$ cat src/odss_pkg.sv
// shared constants, register map and carrier types for operation data source select
package odss_pkg;

    localparam int unsigned ODSS_ENTRIES = 16;
    localparam int unsigned ODSS_ENTRY_W = 4;
    localparam int unsigned ODSS_DATA_W = 16;

    // register byte offsets
    localparam logic [7:0] ODSS_OFF_CONTROL = 8'h00;
    localparam logic [7:0] ODSS_OFF_SPEED_DISPLAY = 8'h04;
    localparam logic [7:0] ODSS_OFF_SETTER_SCREEN = 8'h08;
    localparam logic [7:0] ODSS_OFF_PANEL_SCREEN = 8'h0c;
    localparam logic [7:0] ODSS_OFF_SPEED_TORQUE_SRC = 8'h10;
    localparam logic [7:0] ODSS_OFF_ACCEL_SRC = 8'h14;
    localparam logic [7:0] ODSS_OFF_ACTIVE_SRC = 8'h18;
    // 16 entries of two words fill the upper half of the map
    localparam logic [7:0] ODSS_OFF_TABLE_BASE = 8'h80;
    localparam logic [7:0] ODSS_OFF_TABLE_END = 8'hfc;
    localparam logic [7:0] ODSS_OFF_SELECTED = 8'h40;
    localparam logic [7:0] ODSS_OFF_MONITOR = 8'h44;

    // field positions
    localparam int unsigned ODSS_CTRL_MODE_BIT = 0;
    localparam int unsigned ODSS_ENTRY_LSB = 0;
    localparam int unsigned ODSS_SEL2_W = 2;
    localparam int unsigned ODSS_SCREEN_W = 3;

    // reset values and screen code limit
    localparam logic [1:0] ODSS_SPEED_DISPLAY_RST = 2'h0;
    localparam logic [2:0] ODSS_SCREEN_RST = 3'h0;
    localparam logic [1:0] ODSS_SPEED_TORQUE_RST = 2'h1;
    localparam logic ODSS_ACCEL_RST = 1'b1;
    localparam logic [2:0] ODSS_SCREEN_MAX = 3'h5;

    // selector encodings
    localparam logic [1:0] ODSS_SIGN_SIGNED = 2'h0;
    localparam logic [1:0] ODSS_SIGN_ABS = 2'h1;
    localparam logic [1:0] ODSS_SIGN_INVERSE = 2'h2;
    localparam logic [1:0] ODSS_ST_DIGITAL = 2'h0;
    localparam logic [1:0] ODSS_ST_ANALOG_SPEED = 2'h1;
    localparam logic [1:0] ODSS_ST_TORQUE = 2'h2;
    localparam logic [3:0] ODSS_ENTRY0 = 4'h0;
    localparam logic [3:0] ODSS_ENTRY1 = 4'h1;

    localparam logic [1:0] ODSS_RESP_OKAY = 2'h0;
    localparam logic [1:0] ODSS_RESP_SLVERR = 2'h2;

    typedef enum logic [1:0] {
        ODSS_SRC_DIGITAL,
        ODSS_SRC_INT_POT,
        ODSS_SRC_EXT_ANALOG,
        ODSS_SRC_TIME_POT
    } odss_src_t;

    // analog samples from the converter side
    typedef struct packed {
        logic [15:0] int_pot_speed;
        logic [15:0] ext_analog;
        logic [15:0] accel_time_pot;
        logic [15:0] decel_time_pot;
    } odss_analog_t;

    // one resolved operation data entry
    typedef struct packed {
        logic [15:0] speed;
        logic [15:0] torque;
        logic [15:0] accel;
        logic [15:0] decel;
    } odss_entry_t;

    // source flags of the selected entry
    typedef struct packed {
        odss_src_t speed;
        odss_src_t torque;
        odss_src_t accel;
        odss_src_t decel;
    } odss_srcs_t;

endpackage

$ cat src/odss_top.sv
// operation data source select: axi4-lite registers, source resolution, monitor sign
`timescale 1ns/1ps
module odss_top (
    input wire logic clock,
    input wire logic rst_b,
    input wire logic [7:0] s_axi_awaddr,
    input wire logic s_axi_awvalid,
    output logic s_axi_awready,
    input wire logic [31:0] s_axi_wdata,
    input wire logic [3:0] s_axi_wstrb,
    input wire logic s_axi_wvalid,
    output logic s_axi_wready,
    output logic [1:0] s_axi_bresp,
    output logic s_axi_bvalid,
    input wire logic s_axi_bready,
    input wire logic [7:0] s_axi_araddr,
    input wire logic s_axi_arvalid,
    output logic s_axi_arready,
    output logic [31:0] s_axi_rdata,
    output logic [1:0] s_axi_rresp,
    output logic s_axi_rvalid,
    input wire logic s_axi_rready,
    input wire odss_pkg::odss_analog_t analog_in,
    input wire logic signed [15:0] detected_speed,
    input wire logic forward_run_input,
    input wire logic reverse_run_input,
    input wire logic [3:0] entry_select,
    output odss_pkg::odss_entry_t entry_out,
    output odss_pkg::odss_srcs_t entry_srcs,
    output logic [15:0] speed_monitor,
    output logic [2:0] setter_screen,
    output logic [2:0] panel_screen
);
    import odss_pkg::*;

    ////////////////////////////////////////////////////////////////////////////
    // register state
    logic position_mode_reg, position_mode_next;
    logic [1:0] speed_display_reg, speed_display_next;
    // power-on defaults; these settings outlive rst_b like stored parameters
    logic [2:0] setter_screen_cfg_reg = ODSS_SCREEN_RST, setter_screen_cfg_next;
    logic [2:0] panel_screen_cfg_reg = ODSS_SCREEN_RST, panel_screen_cfg_next;
    logic [1:0] st_pending_reg = ODSS_SPEED_TORQUE_RST, st_pending_next;
    logic accel_pending_reg = ODSS_ACCEL_RST, accel_pending_next;
    logic [1:0] st_active_reg, st_active_next;
    logic accel_active_reg, accel_active_next;
    logic [2:0] setter_screen_reg, setter_screen_next;
    logic [2:0] panel_screen_reg, panel_screen_next;
    logic boot_done_reg, boot_done_next;

    // axi state
    logic aw_held_reg, aw_held_next;
    logic [7:0] aw_addr_reg, aw_addr_next;
    logic w_held_reg, w_held_next;
    logic [31:0] w_data_reg, w_data_next;
    logic [3:0] w_strb_reg, w_strb_next;
    logic bvalid_reg, bvalid_next;
    logic [1:0] bresp_reg, bresp_next;
    logic rvalid_reg, rvalid_next;
    logic [31:0] rdata_reg, rdata_next;
    logic [1:0] rresp_reg, rresp_next;

    // output state
    odss_entry_t entry_reg, entry_next;
    odss_srcs_t srcs_reg, srcs_next;
    logic [15:0] monitor_reg, monitor_next;
    logic [3:0] sel_d_reg;

    logic do_write;
    logic tbl_wr_en;
    logic [63:0] tbl_wr_data, tbl_wr_mask;
    logic [3:0] tbl_wr_addr;
    logic [63:0] tbl_rd_data;
    odss_entry_t digital_entry;
    odss_srcs_t srcs_comb;

    ////////////////////////////////////////////////////////////////////////////
    // helpers
    function automatic logic [15:0] magnitude(input logic signed [15:0] v);
        return v[15] ? 16'(-v) : 16'(v);
    endfunction

    function automatic logic is_table(input logic [7:0] a);
        return (a >= ODSS_OFF_TABLE_BASE) && (a <= ODSS_OFF_TABLE_END);
    endfunction

    ////////////////////////////////////////////////////////////////////////////
    // digital table: two words per entry, low word speed/torque, high word accel/decel
    odss_table_mem #(
        .DEPTH(ODSS_ENTRIES),
        .ADDR_W(ODSS_ENTRY_W),
        .DATA_W(4 * ODSS_DATA_W)
    ) u_table (
        .clock(clock),
        .rst_b(rst_b),
        .wr_en(tbl_wr_en),
        .wr_addr(tbl_wr_addr),
        .wr_data(tbl_wr_data),
        .wr_mask(tbl_wr_mask),
        .rd_addr(entry_select),
        .rd_data(tbl_rd_data)
    );

    always_comb
    begin
        logic [31:0] bytemask;
        bytemask = '0;
        for (int i = 0; i < 4; i++)
        begin
            bytemask[i*8 +: 8] = {8{w_strb_reg[i]}};
        end
        tbl_wr_en = do_write && is_table(aw_addr_reg);
        tbl_wr_addr = aw_addr_reg[6:3];
        tbl_wr_data = aw_addr_reg[2] ? {32'h0, w_data_reg} : {w_data_reg, 32'h0};
        tbl_wr_mask = aw_addr_reg[2] ? {32'h0, bytemask} : {bytemask, 32'h0};
    end

    assign digital_entry = odss_entry_t'(tbl_rd_data);

    ////////////////////////////////////////////////////////////////////////////
    // axi4-lite write and read channels
    assign do_write = aw_held_reg && w_held_reg && !bvalid_reg;

    always_comb
    begin
        aw_held_next = aw_held_reg;
        aw_addr_next = aw_addr_reg;
        w_held_next = w_held_reg;
        w_data_next = w_data_reg;
        w_strb_next = w_strb_reg;
        bvalid_next = bvalid_reg;
        bresp_next = bresp_reg;
        rvalid_next = rvalid_reg;
        rdata_next = rdata_reg;
        rresp_next = rresp_reg;
        position_mode_next = position_mode_reg;
        speed_display_next = speed_display_reg;
        setter_screen_cfg_next = setter_screen_cfg_reg;
        panel_screen_cfg_next = panel_screen_cfg_reg;
        st_pending_next = st_pending_reg;
        accel_pending_next = accel_pending_reg;
        if (s_axi_awvalid && !aw_held_reg)
        begin
            aw_held_next = 1'b1;
            aw_addr_next = {s_axi_awaddr[7:2], 2'b00};
        end
        if (s_axi_wvalid && !w_held_reg)
        begin
            w_held_next = 1'b1;
            w_data_next = s_axi_wdata;
            w_strb_next = s_axi_wstrb;
        end
        if (do_write)
        begin
            aw_held_next = 1'b0;
            w_held_next = 1'b0;
            bvalid_next = 1'b1;
            bresp_next = ODSS_RESP_OKAY;
            case (aw_addr_reg)
                // every setting lives in byte 0, so only its strobe matters
                ODSS_OFF_CONTROL:
                    position_mode_next = w_strb_reg[0] ? w_data_reg[ODSS_CTRL_MODE_BIT] : position_mode_reg;
                ODSS_OFF_SPEED_DISPLAY:
                    speed_display_next = w_strb_reg[0] ? w_data_reg[1:0] : speed_display_reg;
                ODSS_OFF_SETTER_SCREEN:
                    setter_screen_cfg_next = w_strb_reg[0] ? w_data_reg[2:0] : setter_screen_cfg_reg;
                ODSS_OFF_PANEL_SCREEN:
                    panel_screen_cfg_next = w_strb_reg[0] ? w_data_reg[2:0] : panel_screen_cfg_reg;
                ODSS_OFF_SPEED_TORQUE_SRC:
                    st_pending_next = w_strb_reg[0] ? w_data_reg[1:0] : st_pending_reg;
                ODSS_OFF_ACCEL_SRC:
                    accel_pending_next = w_strb_reg[0] ? w_data_reg[0] : accel_pending_reg;
                default:
                    if (!is_table(aw_addr_reg))
                    begin
                        bresp_next = ODSS_RESP_SLVERR;
                    end
            endcase
        end
        if (bvalid_reg && s_axi_bready)
        begin
            bvalid_next = 1'b0;
        end
        if (s_axi_arvalid && !rvalid_reg)
        begin
            rvalid_next = 1'b1;
            rresp_next = ODSS_RESP_OKAY;
            case ({s_axi_araddr[7:2], 2'b00})
                ODSS_OFF_CONTROL: rdata_next = {31'h0, position_mode_reg};
                ODSS_OFF_SPEED_DISPLAY: rdata_next = {30'h0, speed_display_reg};
                ODSS_OFF_SETTER_SCREEN: rdata_next = {29'h0, setter_screen_cfg_reg};
                ODSS_OFF_PANEL_SCREEN: rdata_next = {29'h0, panel_screen_cfg_reg};
                ODSS_OFF_SPEED_TORQUE_SRC: rdata_next = {30'h0, st_pending_reg};
                ODSS_OFF_ACCEL_SRC: rdata_next = {31'h0, accel_pending_reg};
                ODSS_OFF_ACTIVE_SRC: rdata_next = {29'h0, accel_active_reg, st_active_reg};
                ODSS_OFF_SELECTED: rdata_next = {24'h0, srcs_reg};
                ODSS_OFF_MONITOR: rdata_next = {16'h0, monitor_reg};
                default:
                begin
                    rdata_next = 32'h0;
                    // table is write-only; its effect shows on entry_out
                    rresp_next = is_table({s_axi_araddr[7:2], 2'b00}) ? ODSS_RESP_OKAY : ODSS_RESP_SLVERR;
                end
            endcase
        end
        if (rvalid_reg && s_axi_rready)
        begin
            rvalid_next = 1'b0;
        end
    end

    ////////////////////////////////////////////////////////////////////////////
    // power-up latch of source selectors and start screens
    always_comb
    begin
        boot_done_next = 1'b1;
        st_active_next = st_active_reg;
        accel_active_next = accel_active_reg;
        setter_screen_next = setter_screen_reg;
        panel_screen_next = panel_screen_reg;
        if (!boot_done_reg)
        begin
            // rst_b is the power-up; later writes wait for the next one
            st_active_next = st_pending_reg;
            accel_active_next = accel_pending_reg;
            // out-of-range codes fall back to speed
            setter_screen_next = (setter_screen_cfg_reg > ODSS_SCREEN_MAX) ? ODSS_SCREEN_RST
                                                                          : setter_screen_cfg_reg;
            panel_screen_next = (panel_screen_cfg_reg > ODSS_SCREEN_MAX) ? ODSS_SCREEN_RST
                                                                        : panel_screen_cfg_reg;
        end
    end

    ////////////////////////////////////////////////////////////////////////////
    // source resolution for the selected entry
    always_comb
    begin
        srcs_comb = '{ODSS_SRC_DIGITAL, ODSS_SRC_DIGITAL, ODSS_SRC_DIGITAL, ODSS_SRC_DIGITAL};
        if (position_mode_reg)
        begin
            if (st_active_reg == ODSS_ST_TORQUE)
            begin
                srcs_comb.torque = ODSS_SRC_EXT_ANALOG;
            end
        end
        else
        begin
            case (st_active_reg)
                ODSS_ST_ANALOG_SPEED:
                    if (sel_d_reg == ODSS_ENTRY0)
                    begin
                        srcs_comb.speed = ODSS_SRC_INT_POT;
                    end
                    else if (sel_d_reg == ODSS_ENTRY1)
                    begin
                        srcs_comb.speed = ODSS_SRC_EXT_ANALOG;
                    end
                ODSS_ST_TORQUE:
                    if (sel_d_reg == ODSS_ENTRY0)
                    begin
                        srcs_comb.torque = ODSS_SRC_EXT_ANALOG;
                    end
                default:
                    srcs_comb.speed = ODSS_SRC_DIGITAL;
            endcase
            if (accel_active_reg && (sel_d_reg == ODSS_ENTRY0 || sel_d_reg == ODSS_ENTRY1))
            begin
                srcs_comb.accel = ODSS_SRC_TIME_POT;
                srcs_comb.decel = ODSS_SRC_TIME_POT;
            end
        end
    end

    always_comb
    begin
        srcs_next = srcs_comb;
        entry_next = digital_entry;
        case (srcs_comb.speed)
            ODSS_SRC_INT_POT: entry_next.speed = analog_in.int_pot_speed;
            ODSS_SRC_EXT_ANALOG: entry_next.speed = analog_in.ext_analog;
            default: entry_next.speed = digital_entry.speed;
        endcase
        if (srcs_comb.torque == ODSS_SRC_EXT_ANALOG)
        begin
            entry_next.torque = analog_in.ext_analog;
        end
        if (srcs_comb.accel == ODSS_SRC_TIME_POT)
        begin
            entry_next.accel = analog_in.accel_time_pot;
            entry_next.decel = analog_in.decel_time_pot;
        end
    end

    ////////////////////////////////////////////////////////////////////////////
    // speed monitor sign
    always_comb
    begin
        case (speed_display_reg)
            ODSS_SIGN_ABS: monitor_next = magnitude(detected_speed);
            ODSS_SIGN_INVERSE: monitor_next = forward_run_input ? 16'(-magnitude(detected_speed))
                                                                : magnitude(detected_speed);
            ODSS_SIGN_SIGNED: monitor_next = reverse_run_input ? 16'(-magnitude(detected_speed))
                                                               : magnitude(detected_speed);
            default: monitor_next = magnitude(detected_speed);
        endcase
    end

    ////////////////////////////////////////////////////////////////////////////
    // registers
    always_ff @(posedge clock or negedge rst_b)
    begin
        if (!rst_b)
        begin
            aw_held_reg <= 1'b0;
            aw_addr_reg <= '0;
            w_held_reg <= 1'b0;
            w_data_reg <= '0;
            w_strb_reg <= '0;
            bvalid_reg <= 1'b0;
            bresp_reg <= ODSS_RESP_OKAY;
            rvalid_reg <= 1'b0;
            rdata_reg <= '0;
            rresp_reg <= ODSS_RESP_OKAY;
            position_mode_reg <= 1'b0;
            speed_display_reg <= ODSS_SPEED_DISPLAY_RST;
            st_active_reg <= ODSS_SPEED_TORQUE_RST;
            accel_active_reg <= ODSS_ACCEL_RST;
            setter_screen_reg <= ODSS_SCREEN_RST;
            panel_screen_reg <= ODSS_SCREEN_RST;
            boot_done_reg <= 1'b0;
            entry_reg <= '0;
            srcs_reg <= '0;
            monitor_reg <= '0;
            sel_d_reg <= '0;
        end
        else
        begin
            aw_held_reg <= aw_held_next;
            aw_addr_reg <= aw_addr_next;
            w_held_reg <= w_held_next;
            w_data_reg <= w_data_next;
            w_strb_reg <= w_strb_next;
            bvalid_reg <= bvalid_next;
            bresp_reg <= bresp_next;
            rvalid_reg <= rvalid_next;
            rdata_reg <= rdata_next;
            rresp_reg <= rresp_next;
            position_mode_reg <= position_mode_next;
            speed_display_reg <= speed_display_next;
            st_active_reg <= st_active_next;
            accel_active_reg <= accel_active_next;
            setter_screen_reg <= setter_screen_next;
            panel_screen_reg <= panel_screen_next;
            boot_done_reg <= boot_done_next;
            entry_reg <= entry_next;
            srcs_reg <= srcs_next;
            monitor_reg <= monitor_next;
            // aligns with the registered table read
            sel_d_reg <= entry_select;
        end
    end

    // no reset here: a write must survive the power-up that applies it
    always_ff @(posedge clock)
    begin
        setter_screen_cfg_reg <= setter_screen_cfg_next;
        panel_screen_cfg_reg <= panel_screen_cfg_next;
        st_pending_reg <= st_pending_next;
        accel_pending_reg <= accel_pending_next;
    end

    assign s_axi_awready = !aw_held_reg;
    assign s_axi_wready = !w_held_reg;
    assign s_axi_bvalid = bvalid_reg;
    assign s_axi_bresp = bresp_reg;
    assign s_axi_arready = !rvalid_reg;
    assign s_axi_rvalid = rvalid_reg;
    assign s_axi_rdata = rdata_reg;
    assign s_axi_rresp = rresp_reg;
    assign entry_out = entry_reg;
    assign entry_srcs = srcs_reg;
    assign speed_monitor = monitor_reg;
    assign setter_screen = setter_screen_reg;
    assign panel_screen = panel_screen_reg;
endmodule

$ cat src/odss_table_mem.sv
// digital operation data table memory with registered read port
`timescale 1ns/1ps
module odss_table_mem #(
    parameter int unsigned DEPTH = 16,
    parameter int unsigned ADDR_W = 4,
    parameter int unsigned DATA_W = 64
) (
    input wire logic clock,
    input wire logic rst_b,
    input wire logic wr_en,
    input wire logic [ADDR_W-1:0] wr_addr,
    input wire logic [DATA_W-1:0] wr_data,
    input wire logic [DATA_W-1:0] wr_mask,
    input wire logic [ADDR_W-1:0] rd_addr,
    output logic [DATA_W-1:0] rd_data
);
    logic [DATA_W-1:0] mem [DEPTH];
    logic [DATA_W-1:0] rd_data_reg;
    logic [DATA_W-1:0] rd_data_next;

    always_comb
    begin
        rd_data_next = mem[rd_addr];
    end

    // contents are not reset; software loads the table
    always_ff @(posedge clock)
    begin
        if (wr_en)
        begin
            mem[wr_addr] <= (mem[wr_addr] & ~wr_mask) | (wr_data & wr_mask);
        end
    end

    always_ff @(posedge clock or negedge rst_b)
    begin
        if (!rst_b)
        begin
            rd_data_reg <= '0;
        end
        else
        begin
            rd_data_reg <= rd_data_next;
        end
    end

    assign rd_data = rd_data_reg;
endmodule

$ cat config.mk
export PLATFORM = sky130hd
export DESIGN_NAME = odss_top
export DESIGN_NICKNAME = d
export VERILOG_FILES = /design/src/odss_pkg.sv /design/src/odss_top.sv /design/src/odss_table_mem.sv
export SDC_FILE = /design/constraint.sdc
export NUM_CORES = 1
export LEC_CHECK = 0
export BUFFER_PORTS_ARGS = -buffer_cell sky130_fd_sc_hd__buf_2
export CAP_MARGIN = 20
export CORE_MARGIN = 1.5
export CORE_UTILIZATION = 45
export DETAILED_ROUTE_END_ITERATION = 8
export SYNTH_ARGS = -nofsm -noshare
export SYNTH_HDL_FRONTEND = slang
export SYNTH_HIERARCHICAL = 1
export SYNTH_SLANG_ARGS = --single-unit
$ cat constraint.sdc
create_clock -name clock -period 6.9 [get_ports clock]
set_input_delay 0.345 -clock clock [delete_from_list [all_inputs] [get_ports clock]]
set_output_delay 0.345 -clock clock [all_outputs]
set_load 0.03 [all_outputs]
==> results.md <==
- The final critical path time including I/O delays and setup is 4.36 ns.
- The boundary pin count is 280.
- The number of buffers created by CTS is 136.
- The routed design has 166 mm of wire.
- The gate count after technology mapping is 3266.
- The post-synthesis to final-layout area growth is 15.7%.
- The worst hold path depth is 3.
- The area taken by flip-flops and latches is 0.0368 mm².
- The die boundary width is 359 µm.
- The maximum fanout along the worst path is 44.
- The core region is 0.126 mm².
- Of the available clock period, the critical path in the final layout requires 63.1%.
- The worst-case IR drop observed on VDD is 0.000283 V.
- The violation count after the first detailed-routing iteration is 4224.
- The kind of cell adding the most delay to the critical path is buffers and inverters.
- Summing over every cut layer, the via total after detailed routing is 33752.
- The die covers 0.129 mm².
- The HPWL after detailed placement is 92.4 mm.
- After clock tree synthesis, the clock-pin slew on the worst setup and hold paths is 0.06 ns.
- The synthesized design contains 1262 register bits.
- The reported max-cap violation count is 0.
- The predominant post-synthesis flop cell is sky130_fd_sc_hd__edfxtp_1.
- Clock latency on the worst-skew pair, taken at its later pin, is 0.77 ns.
- The worst setup path is captured at a register.
- The worst hold path belongs to the class primary input to register.
- The DRC violation count after routing is 0.
- The total instance count after detailed placement is 5010.
- The register with the most flip-flops in the layout has 1024 of them.
- Summed over all cells, the static leakage comes to 22.9 nW.
- The kind of critical path is register to register.
- After synthesis, the largest family of logic cells by area is multiplexers.
- The netlist uses 63 different library cells.
- At the end of the flow the core is filled with cells to 52.5%.
- The logic depth of the worst register-to-register path is 6.
- The count of cells in the finished layout, fillers not included, comes to 5399.
- On the final layout, the worst clock skew is 0.0341 ns.
- The maximum cell stage delay along the critical path is 0.92 ns.
- After detailed routing, the number of vias per cell comes to 6.25.
- Row generation in the floorplan step produced 130 rows.
- Derived from the worst setup path, the maximum achievable clock frequency is 0.230 GHz.
- By instance count, the cell type seen most on the critical path is sky130_fd_sc_hd__buf_4.
- For the pin with the worst max-slew slack, the measured transition is 1.13 ns.
- Summing the sequential cell areas from Yosys gives 64.4% of the chip area.
- The register-to-register path setup slack is 2.54 ns.
- The number of hold violations in the final report is 0.
- The number of nets with antenna violations after routing is 0.
- The via count of the first global-routing pass is 34353.
- Setup violations remaining at the end of the flow were counted as 0.
- After the last flow step, the layout net total stands at 3786.
- Summing the areas of all fa, ha and maj instances in the mapped netlist gives 0.0877% of the synthesized area.
- The total number of cells along the worst setup path is 6.
- The leading cell type in the layout, fill and taps excluded is sky130_fd_sc_hd__edfxtp_1.
- Summing the areas of all compound-gate instances in the mapped netlist gives 4.98% of the synthesized area.
- The critical-path cell with the highest stage delay is sky130_fd_sc_hd__dfrtp_4.
- The synthesized netlist occupies a cell area of 0.0570 mm².
- The worst path required time is 7.31 ns.
- Yosys printed 6 warnings.
- After routing the design area is 0.0660 mm².
- The number of buffers on the longest clock path is 3.
- The buffers plus inverters on the worst setup path is 2.
- Traced cell by cell, the critical path runs through buf_4 > buf_4 > mux4_2 > o22ai_1 > nor2_1 > o41a_1.
- The CTS tree is built.
- The data arrival time of the critical path is 4.76 ns.
- The synthesized design contains 1033 enable-type register cells.
- The final-report max-slew violation count came to 0.
- The post-synthesis share of cell area spent on xor and xnor gates is 0.415%.
- The number of buffers inserted for hold repair after clock tree synthesis is 123.
- Leaving out fill and tap cells, the most frequent cells in the layout are sky130_fd_sc_hd__edfxtp_1, sky130_fd_sc_hd__mux4_2, sky130_fd_sc_hd__mux2i_1.
- The initial antenna violation count is 11.
- The proportion of synthesized area in mux cells is 23.8%.
- After routing, the total negative slack on setup checks comes to 0 ns.
- The worst slew slack as a fraction of its limit is 24.8%.
- The initial utilization of the core area, before any placement, comes to 45.4%.
- The area used by multi-input combinational logic is 0.0191 mm².
- Global routing finished with a remaining overflow of 0.
- The global-route usage over all layers is 25.7%.
- The pre-antenna-repair detailed-routing pass consisted of 6 iterations.
- The post-cts gate resize count is 0.
- The number of sinks handled by clock tree synthesis is 1262.
- The die is 359 µm tall.
- The clock tree root buffer cell is sky130_fd_sc_hd__clkbuf_16.
- The total cell area at the placement stage is 0.0600 mm².
- The buffers inserted during post-CTS setup optimization is 0.
- The global-route wire length before repair is 240 mm.
- The share of synthesized registers carrying an async set or reset is 18.1%.
- After filler insertion, the fill cell instance count of the layout stands at 10018.
- STA classifies the critical path startpoint as a register.
- The run finished with clean final reports.
- The power density normalized to cell area is 414 mW/mm².
- The fraction of final layout cells sized beyond drive strength 1 is 28.7%.
- The wire length per cell after detailed routing is 30.8 µm.
- Of the total synthesized cell area, the portion taken by AND, OR, NAND and NOR gates is 3.85%.
- The post-synthesis area per instance is 17.5 µm².
- The number of H-tree levels is 4.
- The maximum number of pins on one net before global-route repair is 149.
- Setup repair after global routing left no endpoint under its margin.
- The congestion estimate from routability-driven global placement came to 0.821.
- The count of buffers from port buffering is 256.
final cells by class:
cell class | instances | area share (%)
Clock buffer | 187 | 5.94
Sequential cell | 1262 | 55.7
Clock inverter | 59 | 1.04
Inverter | 16 | 0.0910
Timing Repair Buffer | 465 | 5.05
Multi-Input combinational cell | 1756 | 29.0
Antenna cell | 4 | 0.0152
Tap cell | 1650 | 3.13
per-layer routing:
metal	part of all wire (%)	up-vias	global-route usage, %
li1	-	14079	-
met1	40	17677	35.1
met2	47	1686	40.7
met3	8.9	310	5.47
met4	3.6	0	9.52
met5	0	-	0
cells in the mapped netlist, types with 3 or more instances:
cell                       count  area [µm²]
sky130_fd_sc_hd__buf_1        28         105
sky130_fd_sc_hd__nand2_1      98         368
sky130_fd_sc_hd__o31ai_1       5        37.5
sky130_fd_sc_hd__mux2_2      115        1290
sky130_fd_sc_hd__edfxtp_1   1033       31000
sky130_fd_sc_hd__clkbuf_1    107         402
sky130_fd_sc_hd__xnor2_1      18         158
sky130_fd_sc_hd__nor2_1       46         173
sky130_fd_sc_hd__buf_6        15         169
sky130_fd_sc_hd__nor2b_1      90         563
sky130_fd_sc_hd__mux2i_1     356        3560
sky130_fd_sc_hd__nor4b_1       3        26.3
sky130_fd_sc_hd__xor2_1        9        78.8
sky130_fd_sc_hd__a22oi_1      20         150
sky130_fd_sc_hd__o21ai_0     102         510
sky130_fd_sc_hd__nand2b_1     27         169
sky130_fd_sc_hd__a21oi_1      63         315
sky130_fd_sc_hd__buf_2        54         270
sky130_fd_sc_hd__or3b_2        3        26.3
sky130_fd_sc_hd__nand3b_1     10        75.1
sky130_fd_sc_hd__inv_1        15        56.3
sky130_fd_sc_hd__o41a_1       18         203
sky130_fd_sc_hd__dfrtp_1     227        5680
sky130_fd_sc_hd__a221oi_1     47         412
sky130_fd_sc_hd__and2_1       38         238
sky130_fd_sc_hd__and3_1        3        18.8
sky130_fd_sc_hd__buf_4        45         338
sky130_fd_sc_hd__nand3_1       8        40.0
sky130_fd_sc_hd__ha_1          4        50.1
sky130_fd_sc_hd__or3_1         4        25.0
sky130_fd_sc_hd__nor4_1        9        56.3
sky130_fd_sc_hd__mux4_1       16         420
sky130_fd_sc_hd__nor3_1       55         275
sky130_fd_sc_hd__o22ai_1     146         913
sky130_fd_sc_hd__mux4_2      369        8310
sky130_fd_sc_hd__a22o_1       13         114
sky130_fd_sc_hd__a31oi_1       6        37.5
sky130_fd_sc_hd__or4_1         5        37.5
path summary, 6_finish.rpt:
check / from / endpoint
min in group asynchronous: rst_b / u_table/rd_data[23]$_DFF_PN0_
max: aw_addr_reg[4]$_DFFE_PN0P_ / u_table/mem[12][10]$_DFFE_PP_
min reg2reg: u_table/rd_data[35]$_DFF_PN0_ / entry_out[35]$_DFF_PN0_
min: detected_speed[1] / speed_monitor[1]$_DFF_PN0_
max reg2reg: aw_addr_reg[4]$_DFFE_PN0P_ / u_table/mem[12][10]$_DFFE_PP_
max in group asynchronous: rst_b / u_table/rd_data[53]$_DFF_PN0_
tightest hold or removal path: stages:
cell and delay, ns:
sky130_fd_sc_hd__buf_2 0.16, sky130_fd_sc_hd__mux2i_1 0.17, sky130_fd_sc_hd__xnor2_1 0.09
metrics by stage:
| step | total power, mW | setup WS [ns] | hold slack (ns) |
|---|---|---|---|
| 2_1_floorplan | 16.8 | 0.677 | 0.0494 |
| 3_3_place_gp | 19.7 | 2.53 | 0.403 |
| 3_5_place_dp | 19.8 | 2.53 | 0.411 |
| 4_1_cts | 27.3 | 2.54 | 0.00145 |
| 5_1_grt | 28.4 | 2.32 | 0.0519 |
| 6_report | 27.3 | 2.54 | 0.0468 |
report_power, final:
| group | internal [mW] | switching (mW) | total, mW |
|---|---|---|---|
| sequential | 11.1 | 0.638 | 11.7 |
| clock | 4.47 | 3.00 | 7.47 |
| combinational | 2.68 | 5.45 | 8.13 |
cell families after synthesis:
family | after synthesis
buf+inv | 266
flops | 1262
mux | 856
other cells | 2
compound gates | 439
xor+xnor | 27
simple gates | 410
fa+ha+maj | 4
Power figures use the tool's default switching activity.
